`config.mk`:
```
export PLATFORM = sky130hd
export DESIGN_NAME = scr_regs
export DESIGN_NICKNAME = d
export VERILOG_FILES = /design/src/pkg/scr_pkg.sv /design/src/scr_cal_timer.sv /design/src/scr_mod_sel.sv /design/src/scr_regs.sv
export SDC_FILE = /design/constraint.sdc
export NUM_CORES = 1
export LEC_CHECK = 0
export BUFFER_PORTS_ARGS = -buffer_cell sky130_fd_sc_hd__buf_2
export CAP_MARGIN = 20
export CORE_MARGIN = 3
export CORE_UTILIZATION = 49
export DETAILED_ROUTE_END_ITERATION = 10
export MAX_ROUTING_LAYER = met4
export PLACE_DENSITY = 0.72
export SLEW_MARGIN = 15
export SYNTH_ARGS = -nofsm -noshare
export SYNTH_HDL_FRONTEND = slang
export SYNTH_SLANG_ARGS = --single-unit
```
`constraint.sdc`:
```
create_clock -name hclk -period 5.51 [get_ports hclk]
set_input_delay 0.551 -clock hclk [delete_from_list [all_inputs] [get_ports hclk]]
set_output_delay 0.551 -clock hclk [all_outputs]
set_load 0.01 [all_outputs]
```
`src/pkg/scr_pkg.sv`:
```
// shared register map, field layout and reset values for the cal/mod register bank
package scr_pkg;
  // register indices; byte address is four times the index
  localparam logic [7:0]  IDX_RAMP_CFG  = 8'h69;
  localparam logic [7:0]  IDX_CAL_CTRL  = 8'h6a;
  localparam logic [7:0]  IDX_UNUSED_A  = 8'h6b;
  localparam logic [7:0]  IDX_UNUSED_B  = 8'h6c;
  localparam logic [7:0]  IDX_UNUSED_C  = 8'h6d;
  localparam logic [7:0]  IDX_LOCK_CORE = 8'h6e;
  localparam logic [7:0]  IDX_CAP_TRIM  = 8'h6f;
  localparam logic [7:0]  IDX_BIAS_DAC  = 8'h70;
  localparam logic [7:0]  IDX_UNUSED_D  = 8'h71;
  localparam logic [7:0]  IDX_MOD_CTRL  = 8'h72;
  localparam logic [7:0]  IDX_DEV_SHIFT = 8'h73;
  localparam logic [7:0]  IDX_DEV_BASE  = 8'h74;
  localparam logic [7:0]  IDX_DEV_LAST  = 8'h7b;
  localparam logic [7:0]  IDX_FAST_DEV  = 8'h7c;
  localparam logic [7:0]  IDX_CAL_DIV   = 8'h80;
  // reset values
  localparam logic [15:0] RST_RAMP_CFG  = 16'h4440;
  localparam logic [15:0] RST_CAL_CTRL  = 16'h0007;
  localparam logic [15:0] RST_MOD_CTRL  = 16'h7800;
  localparam logic [15:0] RST_ZERO      = 16'h0000;
  // field positions
  localparam int RAMP_MANUAL_BIT = 5;
  localparam int DLY_CNT_LSB     = 6;
  localparam int CAL_EN_BIT      = 4;
  localparam int SCALE_LSB       = 0;
  localparam int LOCK_LSB        = 9;
  localparam int CORE_LSB        = 5;
  localparam int MOD_EN_BIT      = 10;
  localparam int FS_POL_BIT      = 8;
  localparam int SCLK_EDGE_BIT   = 7;
  localparam int LEVELS_LSB      = 5;
  localparam int DEV_SEL_LSB     = 2;
  localparam int SRC_LSB         = 0;
  localparam int DEV_SHIFT_LSB   = 3;
  // modulation sources
  typedef enum logic [1:0] {
    SCR_SRC_NONE  = 2'b00,
    SCR_SRC_AUDIO = 2'b01,
    SCR_SRC_REG   = 2'b10,
    SCR_SRC_FAST  = 2'b11
  } scr_src_t;
endpackage : scr_pkg

```
`src/scr_cal_timer.sv`:
```
// minimum calibration time counter for per-ramp calibration
module scr_cal_timer
  import scr_pkg::*;
(
  // clock and reset
  input  wire logic       hclk,
  input  wire logic       hresetn,
  // control
  input  wire logic       start,
  input  wire logic [2:0] scale,
  input  wire logic [9:0] dly,
  input  wire logic [3:0] div,
  // status
  output logic            busy,
  output logic            done
);
  typedef enum logic [0:0] {
    SCR_CT_IDLE = 1'b0,
    SCR_CT_RUN  = 1'b1
  } scr_ct_t;

  scr_ct_t     state_reg;
  logic [17:0] acc_reg;
  logic [17:0] step;
  logic [17:0] target;
  logic [17:0] acc_next;

  // zero delay count treated as one to keep the time finite
  assign step     = {8'h00, (dly == 10'h000) ? 10'h001 : dly} << scale;
  assign target   = 18'h0_0001 << div;
  assign acc_next = acc_reg + step;

  // time = cal period / (dly * 2^scale)
  always_ff @(posedge hclk or negedge hresetn) begin
    if (!hresetn) begin
      state_reg <= SCR_CT_IDLE;
      acc_reg   <= 18'h0_0000;
      done      <= 1'b0;
    end else begin
      done <= 1'b0;
      case (state_reg)
        SCR_CT_IDLE: begin
          acc_reg <= 18'h0_0000;
          if (start) begin
            state_reg <= SCR_CT_RUN;
          end
        end
        SCR_CT_RUN: begin
          acc_reg <= acc_next;
          if (acc_next >= target) begin
            state_reg <= SCR_CT_IDLE;
            done      <= 1'b1;
          end
        end
        default: state_reg <= SCR_CT_IDLE;
      endcase
    end
  end

  assign busy = (state_reg == SCR_CT_RUN);
endmodule : scr_cal_timer

```
`src/scr_mod_sel.sv`:
```
// modulation mode decode and deviation selection
module scr_mod_sel
  import scr_pkg::*;
(
  // clock and reset
  input  wire logic         hclk,
  input  wire logic         hresetn,
  // control fields
  input  wire logic         global_en,
  input  wire logic [1:0]   src,
  input  wire logic [1:0]   levels,
  input  wire logic [2:0]   dev_sel,
  input  wire logic [4:0]   dev_shift,
  input  wire logic [127:0] dev_words,
  input  wire logic [15:0]  fast_word,
  // results
  output logic              mod_active,
  output logic [1:0]        mod_mode,
  output logic [46:0]       dev_applied
);
  logic [15:0] word;
  logic        act;

  always_comb begin
    word = 16'h0000;
    act  = 1'b0;
    case (scr_src_t'(src))
      SCR_SRC_AUDIO: act = global_en;
      // level code zero blocks this mode
      // selected stored deviation word
      SCR_SRC_REG: begin
        act  = global_en && (levels != 2'b00);
        word = dev_words[{dev_sel, 4'h0} +: 16];
      end
      // fast mode uses its own word
      SCR_SRC_FAST: begin
        act  = global_en;
        word = fast_word;
      end
      default: act = 1'b0;
    endcase
  end

  // global enable gates every mode
  // deviation scaled by shift field
  always_ff @(posedge hclk or negedge hresetn) begin
    if (!hresetn) begin
      mod_active  <= 1'b0;
      mod_mode    <= 2'b00;
      dev_applied <= 47'h0;
    end else begin
      mod_active  <= act;
      mod_mode    <= act ? src : 2'b00;
      dev_applied <= act ? ({{31{word[15]}}, word} << dev_shift) : 47'h0;
    end
  end
endmodule : scr_mod_sel

```
`src/scr_regs.sv`:
```
// register bank: ramp calibration, calibration readback, modulation control
//
// Operation
// ramp-start calibration bit runs calibration each automatic ramp segment; a segment start while cal_busy is high is ignored
// minimum calibration time is cal period over delay count times 2^scale
// software writes zero to reserved fields, 0xF pattern to mod bits 15:11
// unused registers 0x6b-0x6d, 0x71 read zero, read only
// lock readback bits 10:9 report tune-voltage lock state
// bits 7:5 report selected oscillator core
// bits 7:0 report chosen capacitor trim code
// bits 8:0 report chosen bias DAC code
// modulation enable bit 10 gates every modulation mode
// bit 8 sets frame sync polarity in serial-audio mode
// bit 7 selects serial clock edge in serial-audio mode
// level field selects 2/4/8 levels; zero disables register mode
// selection field picks one of eight deviation words
// source field selects serial-audio, register or fast register mode
// ramping mode bit picks automatic or manual ramping
// eight 16-bit deviation words hold register-mode deviations
// fast register mode applies dedicated fast deviation word
// applied deviation scaled by two to the shift field
// writes to read-only registers change nothing
//
// Local design decision: the AHB-Lite slave port.
module scr_regs
  import scr_pkg::*;
(
  // ahb-lite slave
  input  wire logic        hclk,
  input  wire logic        hresetn,
  input  wire logic        hsel,
  input  wire logic [31:0] haddr,
  input  wire logic [1:0]  htrans,
  input  wire logic        hwrite,
  input  wire logic [2:0]  hsize,
  input  wire logic [31:0] hwdata,
  input  wire logic        hready,
  output logic [31:0]      hrdata,
  output logic             hreadyout,
  output logic             hresp,
  // ramp engine and calibration engine
  input  wire logic        ramp_seg_start,
  input  wire logic [2:0]  core_in,
  input  wire logic [7:0]  cap_trim_in,
  input  wire logic [8:0]  bias_dac_in,
  input  wire logic [1:0]  tune_lock_pin,
  output logic             cal_start,
  output logic             cal_busy,
  // serial-audio pins
  input  wire logic        frame_sync_pin,
  input  wire logic        serial_clock_pin,
  output logic             frame_active,
  output logic             serial_sample,
  // modulation datapath
  output logic             mod_active,
  output logic [1:0]       mod_mode,
  output logic [1:0]       mod_levels,
  output logic [46:0]      dev_applied
);
  logic [15:0]  ramp_cfg_reg;
  logic [15:0]  cal_ctrl_reg;
  logic [15:0]  mod_ctrl_reg;
  logic [15:0]  dev_shift_reg;
  logic [15:0]  fast_dev_reg;
  logic [15:0]  cal_div_reg;
  logic [15:0]  dev_reg [8];
  logic [127:0] dev_flat;
  logic [2:0]   core_reg;
  logic [7:0]   cap_reg;
  logic [8:0]   bias_reg;
  logic [1:0]   lock_meta_reg;
  logic [1:0]   lock_reg;
  logic [2:0]   fs_sync_reg;
  logic [2:0]   sc_sync_reg;
  logic         wr_pend_reg;
  logic [7:0]   wr_idx_reg;
  logic         addr_ok;
  logic [7:0]   a_idx;
  logic         cal_done;
  logic         cal_req;
  logic [15:0]  rd_next;
  logic [16:0]  dwell_cnt_reg;
  logic [16:0]  dwell_lim;

  // register index from byte address
  function automatic logic [7:0] reg_index(input logic [31:0] addr);
    reg_index = addr[9:2];
  endfunction : reg_index

  // read-back value for one register index
  function automatic logic [15:0] rd_value(input logic [7:0] idx);
    logic [15:0] v;
    v = 16'h0000;
    case (idx)
      IDX_RAMP_CFG:  v = ramp_cfg_reg;
      IDX_CAL_CTRL:  v = cal_ctrl_reg;
      // live lock state
      // core chosen by calibration
      IDX_LOCK_CORE: v = {5'h00, lock_reg, 1'b0, core_reg, 5'h00};
      // capacitor trim readback
      IDX_CAP_TRIM:  v = {8'h00, cap_reg};
      // bias dac readback
      IDX_BIAS_DAC:  v = {7'h00, bias_reg};
      IDX_MOD_CTRL:  v = mod_ctrl_reg;
      IDX_DEV_SHIFT: v = dev_shift_reg;
      IDX_FAST_DEV:  v = fast_dev_reg;
      IDX_CAL_DIV:   v = cal_div_reg;
      default: begin
        if (idx >= IDX_DEV_BASE && idx <= IDX_DEV_LAST) begin
          v = dev_reg[idx[2:0] - 3'h4];
        end
        // unused and unmapped indices return zero
      end
    endcase
    return v;
  endfunction : rd_value

  // bus handshake: zero wait state, always OKAY
  assign hreadyout = 1'b1;
  assign hresp     = 1'b0;
  assign addr_ok   = hsel && htrans[1] && hready;
  assign a_idx     = reg_index(haddr);

  // process form so a register change retriggers the decode, not only a new index
  always_comb begin
    rd_next = rd_value(a_idx);
  end

  // address phase capture for the following write data phase
  always_ff @(posedge hclk or negedge hresetn) begin
    if (!hresetn) begin
      wr_pend_reg <= 1'b0;
      wr_idx_reg  <= 8'h00;
    end else begin
      wr_pend_reg <= addr_ok && hwrite;
      if (addr_ok) begin
        wr_idx_reg <= a_idx;
      end
    end
  end

  // read data loaded at the address phase, stands for the data phase
  always_ff @(posedge hclk or negedge hresetn) begin
    if (!hresetn) begin
      hrdata <= 32'h0000_0000;
    end else if (addr_ok && !hwrite) begin
      hrdata <= {16'h0000, rd_next};
    end
  end

  // writable registers; reserved bits are stored as written
  // software keeps reserved patterns
  // read-only indices have no write path
  always_ff @(posedge hclk or negedge hresetn) begin
    if (!hresetn) begin
      ramp_cfg_reg  <= RST_RAMP_CFG;
      cal_ctrl_reg  <= RST_CAL_CTRL;
      mod_ctrl_reg  <= RST_MOD_CTRL;
      dev_shift_reg <= RST_ZERO;
      fast_dev_reg  <= RST_ZERO;
      cal_div_reg   <= RST_ZERO;
    end else if (wr_pend_reg) begin
      case (wr_idx_reg)
        IDX_RAMP_CFG:  ramp_cfg_reg  <= hwdata[15:0];
        IDX_CAL_CTRL:  cal_ctrl_reg  <= hwdata[15:0];
        IDX_MOD_CTRL:  mod_ctrl_reg  <= hwdata[15:0];
        IDX_DEV_SHIFT: dev_shift_reg <= hwdata[15:0];
        IDX_FAST_DEV:  fast_dev_reg  <= hwdata[15:0];
        IDX_CAL_DIV:   cal_div_reg   <= hwdata[15:0];
        default:       cal_div_reg   <= cal_div_reg;
      endcase
    end
  end

  // eight stored deviation words
  always_ff @(posedge hclk or negedge hresetn) begin
    if (!hresetn) begin
      for (int i = 0; i < 8; i++) begin
        dev_reg[i] <= RST_ZERO;
      end
    end else if (wr_pend_reg && wr_idx_reg >= IDX_DEV_BASE
                 && wr_idx_reg <= IDX_DEV_LAST) begin
      dev_reg[wr_idx_reg[2:0] - 3'h4] <= hwdata[15:0];
    end
  end

  always_comb begin
    for (int i = 0; i < 8; i++) begin
      dev_flat[i*16 +: 16] = dev_reg[i];
    end
  end

  // pin inputs cross into hclk through two flops
  always_ff @(posedge hclk or negedge hresetn) begin
    if (!hresetn) begin
      lock_meta_reg <= 2'b00;
      lock_reg      <= 2'b00;
      fs_sync_reg   <= 3'b000;
      sc_sync_reg   <= 3'b000;
    end else begin
      lock_meta_reg <= tune_lock_pin;
      lock_reg      <= lock_meta_reg;
      fs_sync_reg   <= {fs_sync_reg[1:0], frame_sync_pin};
      sc_sync_reg   <= {sc_sync_reg[1:0], serial_clock_pin};
    end
  end

  // manual ramping suppresses per-ramp calibration
  // calibrate at each segment start when enabled and no calibration is busy
  assign cal_req = ramp_seg_start && cal_ctrl_reg[CAL_EN_BIT]
                   && !ramp_cfg_reg[RAMP_MANUAL_BIT] && !cal_busy;

  always_ff @(posedge hclk or negedge hresetn) begin
    if (!hresetn) begin
      cal_start <= 1'b0;
    end else begin
      cal_start <= cal_req;
    end
  end

  // calibration dwell timer
  scr_cal_timer u_cal_timer (
    .hclk    (hclk),
    .hresetn (hresetn),
    .start   (cal_req),
    .scale   (cal_ctrl_reg[SCALE_LSB +: 3]),
    .dly     (ramp_cfg_reg[DLY_CNT_LSB +: 10]),
    .div     (cal_div_reg[3:0]),
    .busy    (cal_busy),
    .done    (cal_done)
  );

  // calibration results latched when the dwell ends
  always_ff @(posedge hclk or negedge hresetn) begin
    if (!hresetn) begin
      core_reg <= 3'h0;
      cap_reg  <= 8'h00;
      bias_reg <= 9'h000;
    end else if (cal_done) begin
      core_reg <= core_in;
      cap_reg  <= cap_trim_in;
      bias_reg <= bias_dac_in;
    end
  end

  // source field drives mode decode
  scr_mod_sel u_mod_sel (
    .hclk        (hclk),
    .hresetn     (hresetn),
    .global_en   (mod_ctrl_reg[MOD_EN_BIT]),
    .src         (mod_ctrl_reg[SRC_LSB +: 2]),
    .levels      (mod_ctrl_reg[LEVELS_LSB +: 2]),
    .dev_sel     (mod_ctrl_reg[DEV_SEL_LSB +: 3]),
    .dev_shift   (dev_shift_reg[DEV_SHIFT_LSB +: 5]),
    .dev_words   (dev_flat),
    .fast_word   (fast_dev_reg),
    .mod_active  (mod_active),
    .mod_mode    (mod_mode),
    .dev_applied (dev_applied)
  );

  assign mod_levels = mod_ctrl_reg[LEVELS_LSB +: 2];

  // serial-audio sampling; only meaningful while audio mode is active
  always_ff @(posedge hclk or negedge hresetn) begin
    if (!hresetn) begin
      frame_active  <= 1'b0;
      serial_sample <= 1'b0;
    end else begin
      // frame sync polarity
      frame_active <= mod_active && (mod_mode == SCR_SRC_AUDIO)
                      && (fs_sync_reg[1] ^ mod_ctrl_reg[FS_POL_BIT]);
      // rising or falling serial clock edge
      serial_sample <= mod_active && (mod_mode == SCR_SRC_AUDIO)
                       && (mod_ctrl_reg[SCLK_EDGE_BIT]
                           ? (sc_sync_reg[2] && !sc_sync_reg[1])
                           : (!sc_sync_reg[2] && sc_sync_reg[1]));
    end
  end

  // dwell can reach 2^15 cycles, too long for a delay range; count it instead
  always_ff @(posedge hclk or negedge hresetn) begin
    if (!hresetn) begin
      dwell_cnt_reg <= 17'h0_0000;
    end else begin
      dwell_cnt_reg <= cal_busy ? (dwell_cnt_reg + 17'h0_0001) : 17'h0_0000;
    end
  end

  // step is at least one, so the dwell never exceeds one cal period
  assign dwell_lim = 17'h0_0001 << cal_div_reg[3:0];
endmodule : scr_regs

```
==> results of run 1 <==
## worst paths after layout
check / end / slack [ns] / from
max: u_cal_timer.done / 0.66 / ramp_cfg_reg[12]
min: u_mod_sel.mod_mode[0] / 0.04 / hresetn
max reg2reg: u_cal_timer.done / 0.66 / ramp_cfg_reg[12]
min reg2reg: fs_sync_reg[1] / 0.35 / fs_sync_reg[0]
max in group asynchronous: ramp_cfg_reg[1] / 4.26 / hresetn
min in group hclk: fs_sync_reg[0] / 0.12 / frame_sync_pin
## kinds of logic (layout without fill, tap and decap cells)
group | count (synthesis) | count (layout) | synth area share [%]
fa+ha+maj | 34 | 34 | 2.33
simple gates | 317 | 317 | 8.38
other cells | 2 | 18 | 0.0404
compound gates | 284 | 284 | 10.8
buf+inv | 146 | 234 | 4.00
mux | 395 | 395 | 26.3
xor+xnor | 16 | 16 | 0.755
flops | 351 | 351 | 47.4
## layout make-up
cell class	count	area (µm²)
clock buffers	59	1170
clock inverters	8	71.3
fillers	3120	16200
inverters	15	56.3
repair buffers	152	876
well taps	504	631
multi-input cells	1064	9120
flip-flops and latches	351	8800
## cell usage after synthesis (13+ instances only)
master and n:
a21o_1 13, a21oi_1 63, a221oi_1 15, a222oi_1 13
a22oi_1 34, a31oi_1 17, and2_1 34, buf_4 21
clkbuf_1 79, dfrtp_1 341, ha_1 33, mux2_2 279
mux2i_1 66, mux4_2 40, nand2_1 77, nand3_1 35
nor2_1 95, nor2b_1 17, o21ai_0 36, o22ai_1 13
## metal layers
layer	track usage, %	wire length, µm
met4	7.63	1390
met1	33.7	21200
met2	40.5	23700
met3	3.60	3190
met5	-	0
## cells in the final DEF, fill, tap and decap left out, types with 8 or more instances in the layout
cell,n
and2_1,34
nor3_1,9
o21a_1,9
xnor2_1,12
nor2b_1,17
nand3_1,35
nor2_1,95
a21o_1,13
a31oi_1,17
buf_4,22
conb_1,18
clkbuf_16,39
inv_1,12
a221o_1,12
a22oi_1,34
buf_2,125
a21oi_1,63
o22ai_1,13
nand2_1,77
mux2i_1,66
clkbuf_1,8
dfrtp_1,340
o21ai_0,36
nand2b_1,11
dfstp_2,10
clkbuf_8,12
a222oi_1,13
mux2_2,279
a221oi_1,15
ha_1,33
mux4_2,40
## power groups by stage
| stage | Clock [W] | Combinational, W | Sequential (W) |
|---|---|---|---|
| global placement | 0 | 0.000528 | 0.00290 |
| CTS | 0.00258 | 0.000546 | 0.00286 |
| global route | 0.00269 | 0.000599 | 0.00288 |
| detailed placement | 0 | 0.000542 | 0.00291 |
| floorplan | 0 | 0.000377 | 0.00283 |
| finish | 0.00253 | 0.000543 | 0.00287 |
## worst reg2reg max path: cells and delay by family (launching register included)
family | cells | cell delay, ns
xor gates and xnor gates | 1 | 0.19
adders and majority gates | 2 | 0.59
and+or+nand+nor | 6 | 1.55
AOI/OAI and AO/OA | 9 | 2.01
DFF | 1 | 0.43
## metrics by stage
stage          cell area (µm²)  setup WS, ns
2_1_floorplan            18600          1.23
3_3_place_gp             19500         0.753
3_5_place_dp             19500         0.818
4_1_cts                  20700         0.762
5_1_grt                  20700         0.223
6_report                 20700         0.656
==> reports/qor.csv, run 1 <==
metric;value;unit
outcome;complete, no violations;
synth_flop_cell;dfrtp_1;
p_sw;0.00147;W
combPwrFrac;9.1;%
path_buf_inv;0;
avgRoutedWirePerCell;23.0;µm
worstSetupPathType;reg -> reg;
cp.required;5.93;ns
drt-initial-drc-count;1161;
crit_path_max_fanout;5;
path_cells;nor4_1 -> a31oi_1 -> nand2_1 -> o21ai_0 -> nor3_1 -> ha_1 -> a21oi_1 -> and4b_1 -> or3_1 -> a21o_1 -> a21oi_1 -> xnor2_1 -> ha_1 -> o2111a_1 -> a2111oi_0 -> o21ai_0 -> a2111o_1 -> and2_1;
holdWs;0.0444;ns
cts_hold_buffers;0;
hpwl;34200;µm
clkPwrFrac;42.6;%
die_w;201;µm
power.density;287;nW/µm²
yosysWarnings;0;
vias_per_cell;6.17;
critical_path_depth;18;
synth_seq_cells;351;
cpLargestDelayFamily;compound AO/OA/AOI/OAI gates;
startpoint_type;register;
endpoint_kind;register;
power.leakage;9.41;nW
dieArea;40300;µm²
row_count;70;
diodes;0;
ir_drop;215;µV
fin_skew;0.0210;ns
syn_avg_cell_area;12.0;µm²
ff2ff_path_depth;18;
setup-tns-final;0;ns
clk_path_buf_depth;3;
synth_cell_types;89;
setup_viol;0;
cts_tree;yes;
ant_nets;0;
fmax;0.206;GHz
grt_max_degree;135;
grt_use_total;25.3;%
area_growth;11.6;%
critical-path-slowest-cell;dfrtp_1;
dr.pass1.iters;6;
slew_violations;0;
arrival;5.27;ns
hold_path_class;in -> async;
finalPower;0.00594;W
worstMarginPinSlew;1.16;ns
cts_sinks;351;
num_vias;13300;
synthTopCellsByArea;dfrtp_1 (46%), mux2_2 (17%), mux4_2 (4.9%), mux2i_1 (3.6%), ha_1 (2.2%);
synthArstFlopShare;100;%
gp_congestion;0.922;
cts_resized;0;
grt_pass1_vias;13400;
syn-cell-area;18600;µm²
wl;49500;µm
die_y;201;µm
max_stage_delay;0.43;ns
start_util;50.2;%
nets;1755;
postCtsSetupRepairBufs;0;
relSlewSlack;22.4;%
cts.clk_slew.worst_paths;0.06;ns
cts_root_buf;clkbuf_16;
maxCapViolCount;0;
antenna_found_initial;0;
grt_first_pass_wirelength;78700;µm
core;37000;µm²
gr-total-overflow;0;
fin_cells;2153;
period_needed;4.85;ns
htreeDepth;2;
final_layout_size_suffix_gt1_share;33.8;%
swShare;24.7;%
drc;0;
ys_seq_area_share;47.4;%
dp_cells;2085;
io_pins;189;
period_share;88.1;%
largest_register_ffs;128;
portBuffers;126;
hold_viol;0;
yosys.area.top_type;dfrtp_1;
syn_inst;1545;
utilization;56.1;%
numCtsBuffers;38;
grt_setup_unrepaired;false;
pwr-share-seq;48.2;%
power.internal;0.00447;W
synth_top_area_share;46.0;%
synth-edff-count;0;
clk_latency;0.54;ns
Note: power is estimated with default switching activity, not from simulation.
==> run 2, diff against run 1 <==
--- a/config.mk
+++ b/config.mk
@@ -11,7 +11,7 @@
 export CORE_UTILIZATION = 49
 export DETAILED_ROUTE_END_ITERATION = 10
 export MAX_ROUTING_LAYER = met4
-export PLACE_DENSITY = 0.72
+export PLACE_DENSITY = 0.71
 export SLEW_MARGIN = 15
 export SYNTH_ARGS = -nofsm -noshare
 export SYNTH_HDL_FRONTEND = slang
==> run 2 against run 1 <==
  * Critical path depth shrank 3
  * Clock skew shrank 0.0050 ns
  * Core utilization grew 0.17 points
  * Non-clock buffer count grew 6
  * Clock-buffer cell count is the same
  * Worst setup slack gained 0.023 ns
  * Sequential power is essentially flat
  * Cell count grew 0.37%
  * First-iteration DRC count grew 1.6%
  * Sequential share of layout area shrank 0.13 points
  * Flip-flop and latch count is the same
  * Global-route usage grew 0.25 points
==> reports/qor.csv, run 2 (synthesized netlist as in run 1, its figures left out) <==
metric;value;unit;change
drt-initial-drc-count;1180;;was 1161
endpoint_kind;register;;unchanged
portBuffers;126;;unchanged
die_w;201;µm;unchanged
ir_drop;189;µV;was 215 µV
ant_nets;0;;unchanged
start_util;50.2;%;unchanged
dieArea;40300;µm²;unchanged
gr-total-overflow;0;;unchanged
grt_max_degree;105;;was 135
io_pins;189;;unchanged
worstSetupPathType;reg -> reg;;unchanged
r2r-end;u_cal_timer.done;;unchanged
slew_violations;0;;unchanged
period_needed;4.83;ns;was 4.85 ns
core;37000;µm²;unchanged
avgRoutedWirePerCell;23.3;µm;was 23.0 µm
numCtsBuffers;38;;unchanged
htreeDepth;2;;unchanged
power.density;286;nW/µm²;was 287 nW/µm²
row_count;70;;unchanged
fillers;3105;;was 3120
regArea;8800;µm²;unchanged
hpwl;34800;µm;was 34200 µm
arrival;5.29;ns;was 5.27 ns
worstMarginPinSlew;1.14;ns;was 1.16 ns
nets;1761;;was 1755
outcome;complete, no violations;;unchanged
cts_hold_buffers;0;;unchanged
diodes;0;;unchanged
hold_viol;0;;unchanged
startpoint_type;register;;unchanged
relSlewSlack;23.8;%;was 22.4%
clk_latency;0.57;ns;was 0.54 ns
final_layout_size_suffix_gt1_share;34.2;%;was 33.8%
r2r-start;cal_ctrl_reg[0];;was ramp_cfg_reg[12]
vias_per_cell;6.16;;was 6.17
crit_path_max_fanout;14;;was 5
final_cell_mix;dfrtp_1 (340), mux2_2 (279), buf_2 (125);;unchanged
fin_skew;0.0160;ns;was 0.0210 ns
hold_path_class;in -> async;;unchanged
power.leakage;9.44;nW;was 9.41 nW
grt_use_total;25.5;%;was 25.3%
cts_resized;0;;unchanged
area_growth;12.0;%;was 11.6%
rrSetupSlack;0.68;ns;was 0.66 ns
dr.pass1.iters;6;;unchanged
period_share;87.7;%;was 88.1%
cts.clk_slew.worst_paths;0.06;ns;about the same
postCtsSetupRepairBufs;0;;unchanged
setup_viol;0;;unchanged
cts_tree;yes;;unchanged
largest_register_ffs;128;;unchanged
grt_first_pass_wirelength;78400;µm;was 78700 µm
setup-tns-final;0;ns;unchanged
cts_sinks;351;;unchanged
gp_congestion;0.917;;was 0.922
die_y;201;µm;unchanged
maxCapViolCount;0;;unchanged
multi_input_area;9130;µm²;was 9120 µm²
cp.required;5.97;ns;was 5.93 ns
ff2ff_path_depth;15;;was 18
fmax;0.207;GHz;was 0.206 GHz
place_area;19500;µm²;about the same
cts_root_buf;clkbuf_16;;unchanged
layout_commonest_cell;dfrtp_1;;unchanged
drc;0;;unchanged
antenna_found_initial;0;;unchanged
wl;50400;µm;was 49500 µm
grt_setup_unrepaired;false;;unchanged
stdcell_area;20800;µm²;was 20700 µm²
grt_pass1_vias;13400;;about the same
clk_path_buf_depth;3;;unchanged
num_vias;13300;;about the same
run 2: per-layer routing:
layer	wire, µm	GRT usage, %	vias up	part of all wire (%)
li1	-	-	5907	-
met5	0	-	-	0
met1	21700	34.3	6822	43
met2	23600	39.7	491	47
met3	3360	4.13	100	6.7
met4	1740	8.93	0	3.5
run 2: power by group:
group / switching (W) / leakage, nW / internal (W)
registers: 0.000141 / 4.52 / 0.00272
clock network: 0.00109 / 0.616 / 0.00146
logic: 0.000297 / 4.31 / 0.000253
run 2: per-stage QoR:
| step | util [%] | power, W | instances | setup slack [ns] | hold WS [ns] |
|---|---|---|---|---|---|
| detailed placement | 52.8 | 0.00345 | 2090 | 0.728 | 0.336 |
| finish | 56.2 | 0.00595 | 2161 | 0.679 | 0.00455 |
| global placement | 52.8 | 0.00343 | 2090 | 0.749 | 0.333 |
| CTS | 56.2 | 0.00599 | 2159 | 0.679 | 0.0340 |
| floorplan | - | 0.00321 | 1561 | 1.23 | 0.255 |
| global route | 56.2 | 0.00617 | 2161 | 0.250 | 0.0618 |
run 2: cell type report:
type,count,share of cell area (%)
clock buffers,59,5.53
clock inverters,10,0.487
inverters,15,0.271
multi-input cells,1064,43.9
flip-flops and latches,351,42.3
well taps,504,3.03
repair buffers,158,4.45
run 2: worst max-delay path by stage:
stage               depth (start not counted)             start                to  slack (ns)
CTS                                        15   cal_ctrl_reg[0]  u_cal_timer.done        0.68
finish                                     15   cal_ctrl_reg[0]  u_cal_timer.done        0.68
global route                               15   cal_ctrl_reg[0]  u_cal_timer.done        0.25
detailed placement                         15   cal_ctrl_reg[0]  u_cal_timer.done        0.73
global placement                           18  ramp_cfg_reg[12]  u_cal_timer.done        0.75
floorplan                                  16   cal_ctrl_reg[0]  u_cal_timer.done        1.23
run 2: critical path, cell delays in order, from the launching register on:
cell	delay, ns
dfstp_2	0.72
mux2_2	0.38
o21ai_0	0.26
o22ai_1	0.17
ha_1	0.35
and4b_1	0.25
or3_1	0.40
a21o_1	0.20
a21oi_1	0.19
xnor2_1	0.17
ha_1	0.26
o2111a_1	0.15
a2111oi_0	0.46
o21ai_0	0.20
a2111o_1	0.41
and2_1	0.16
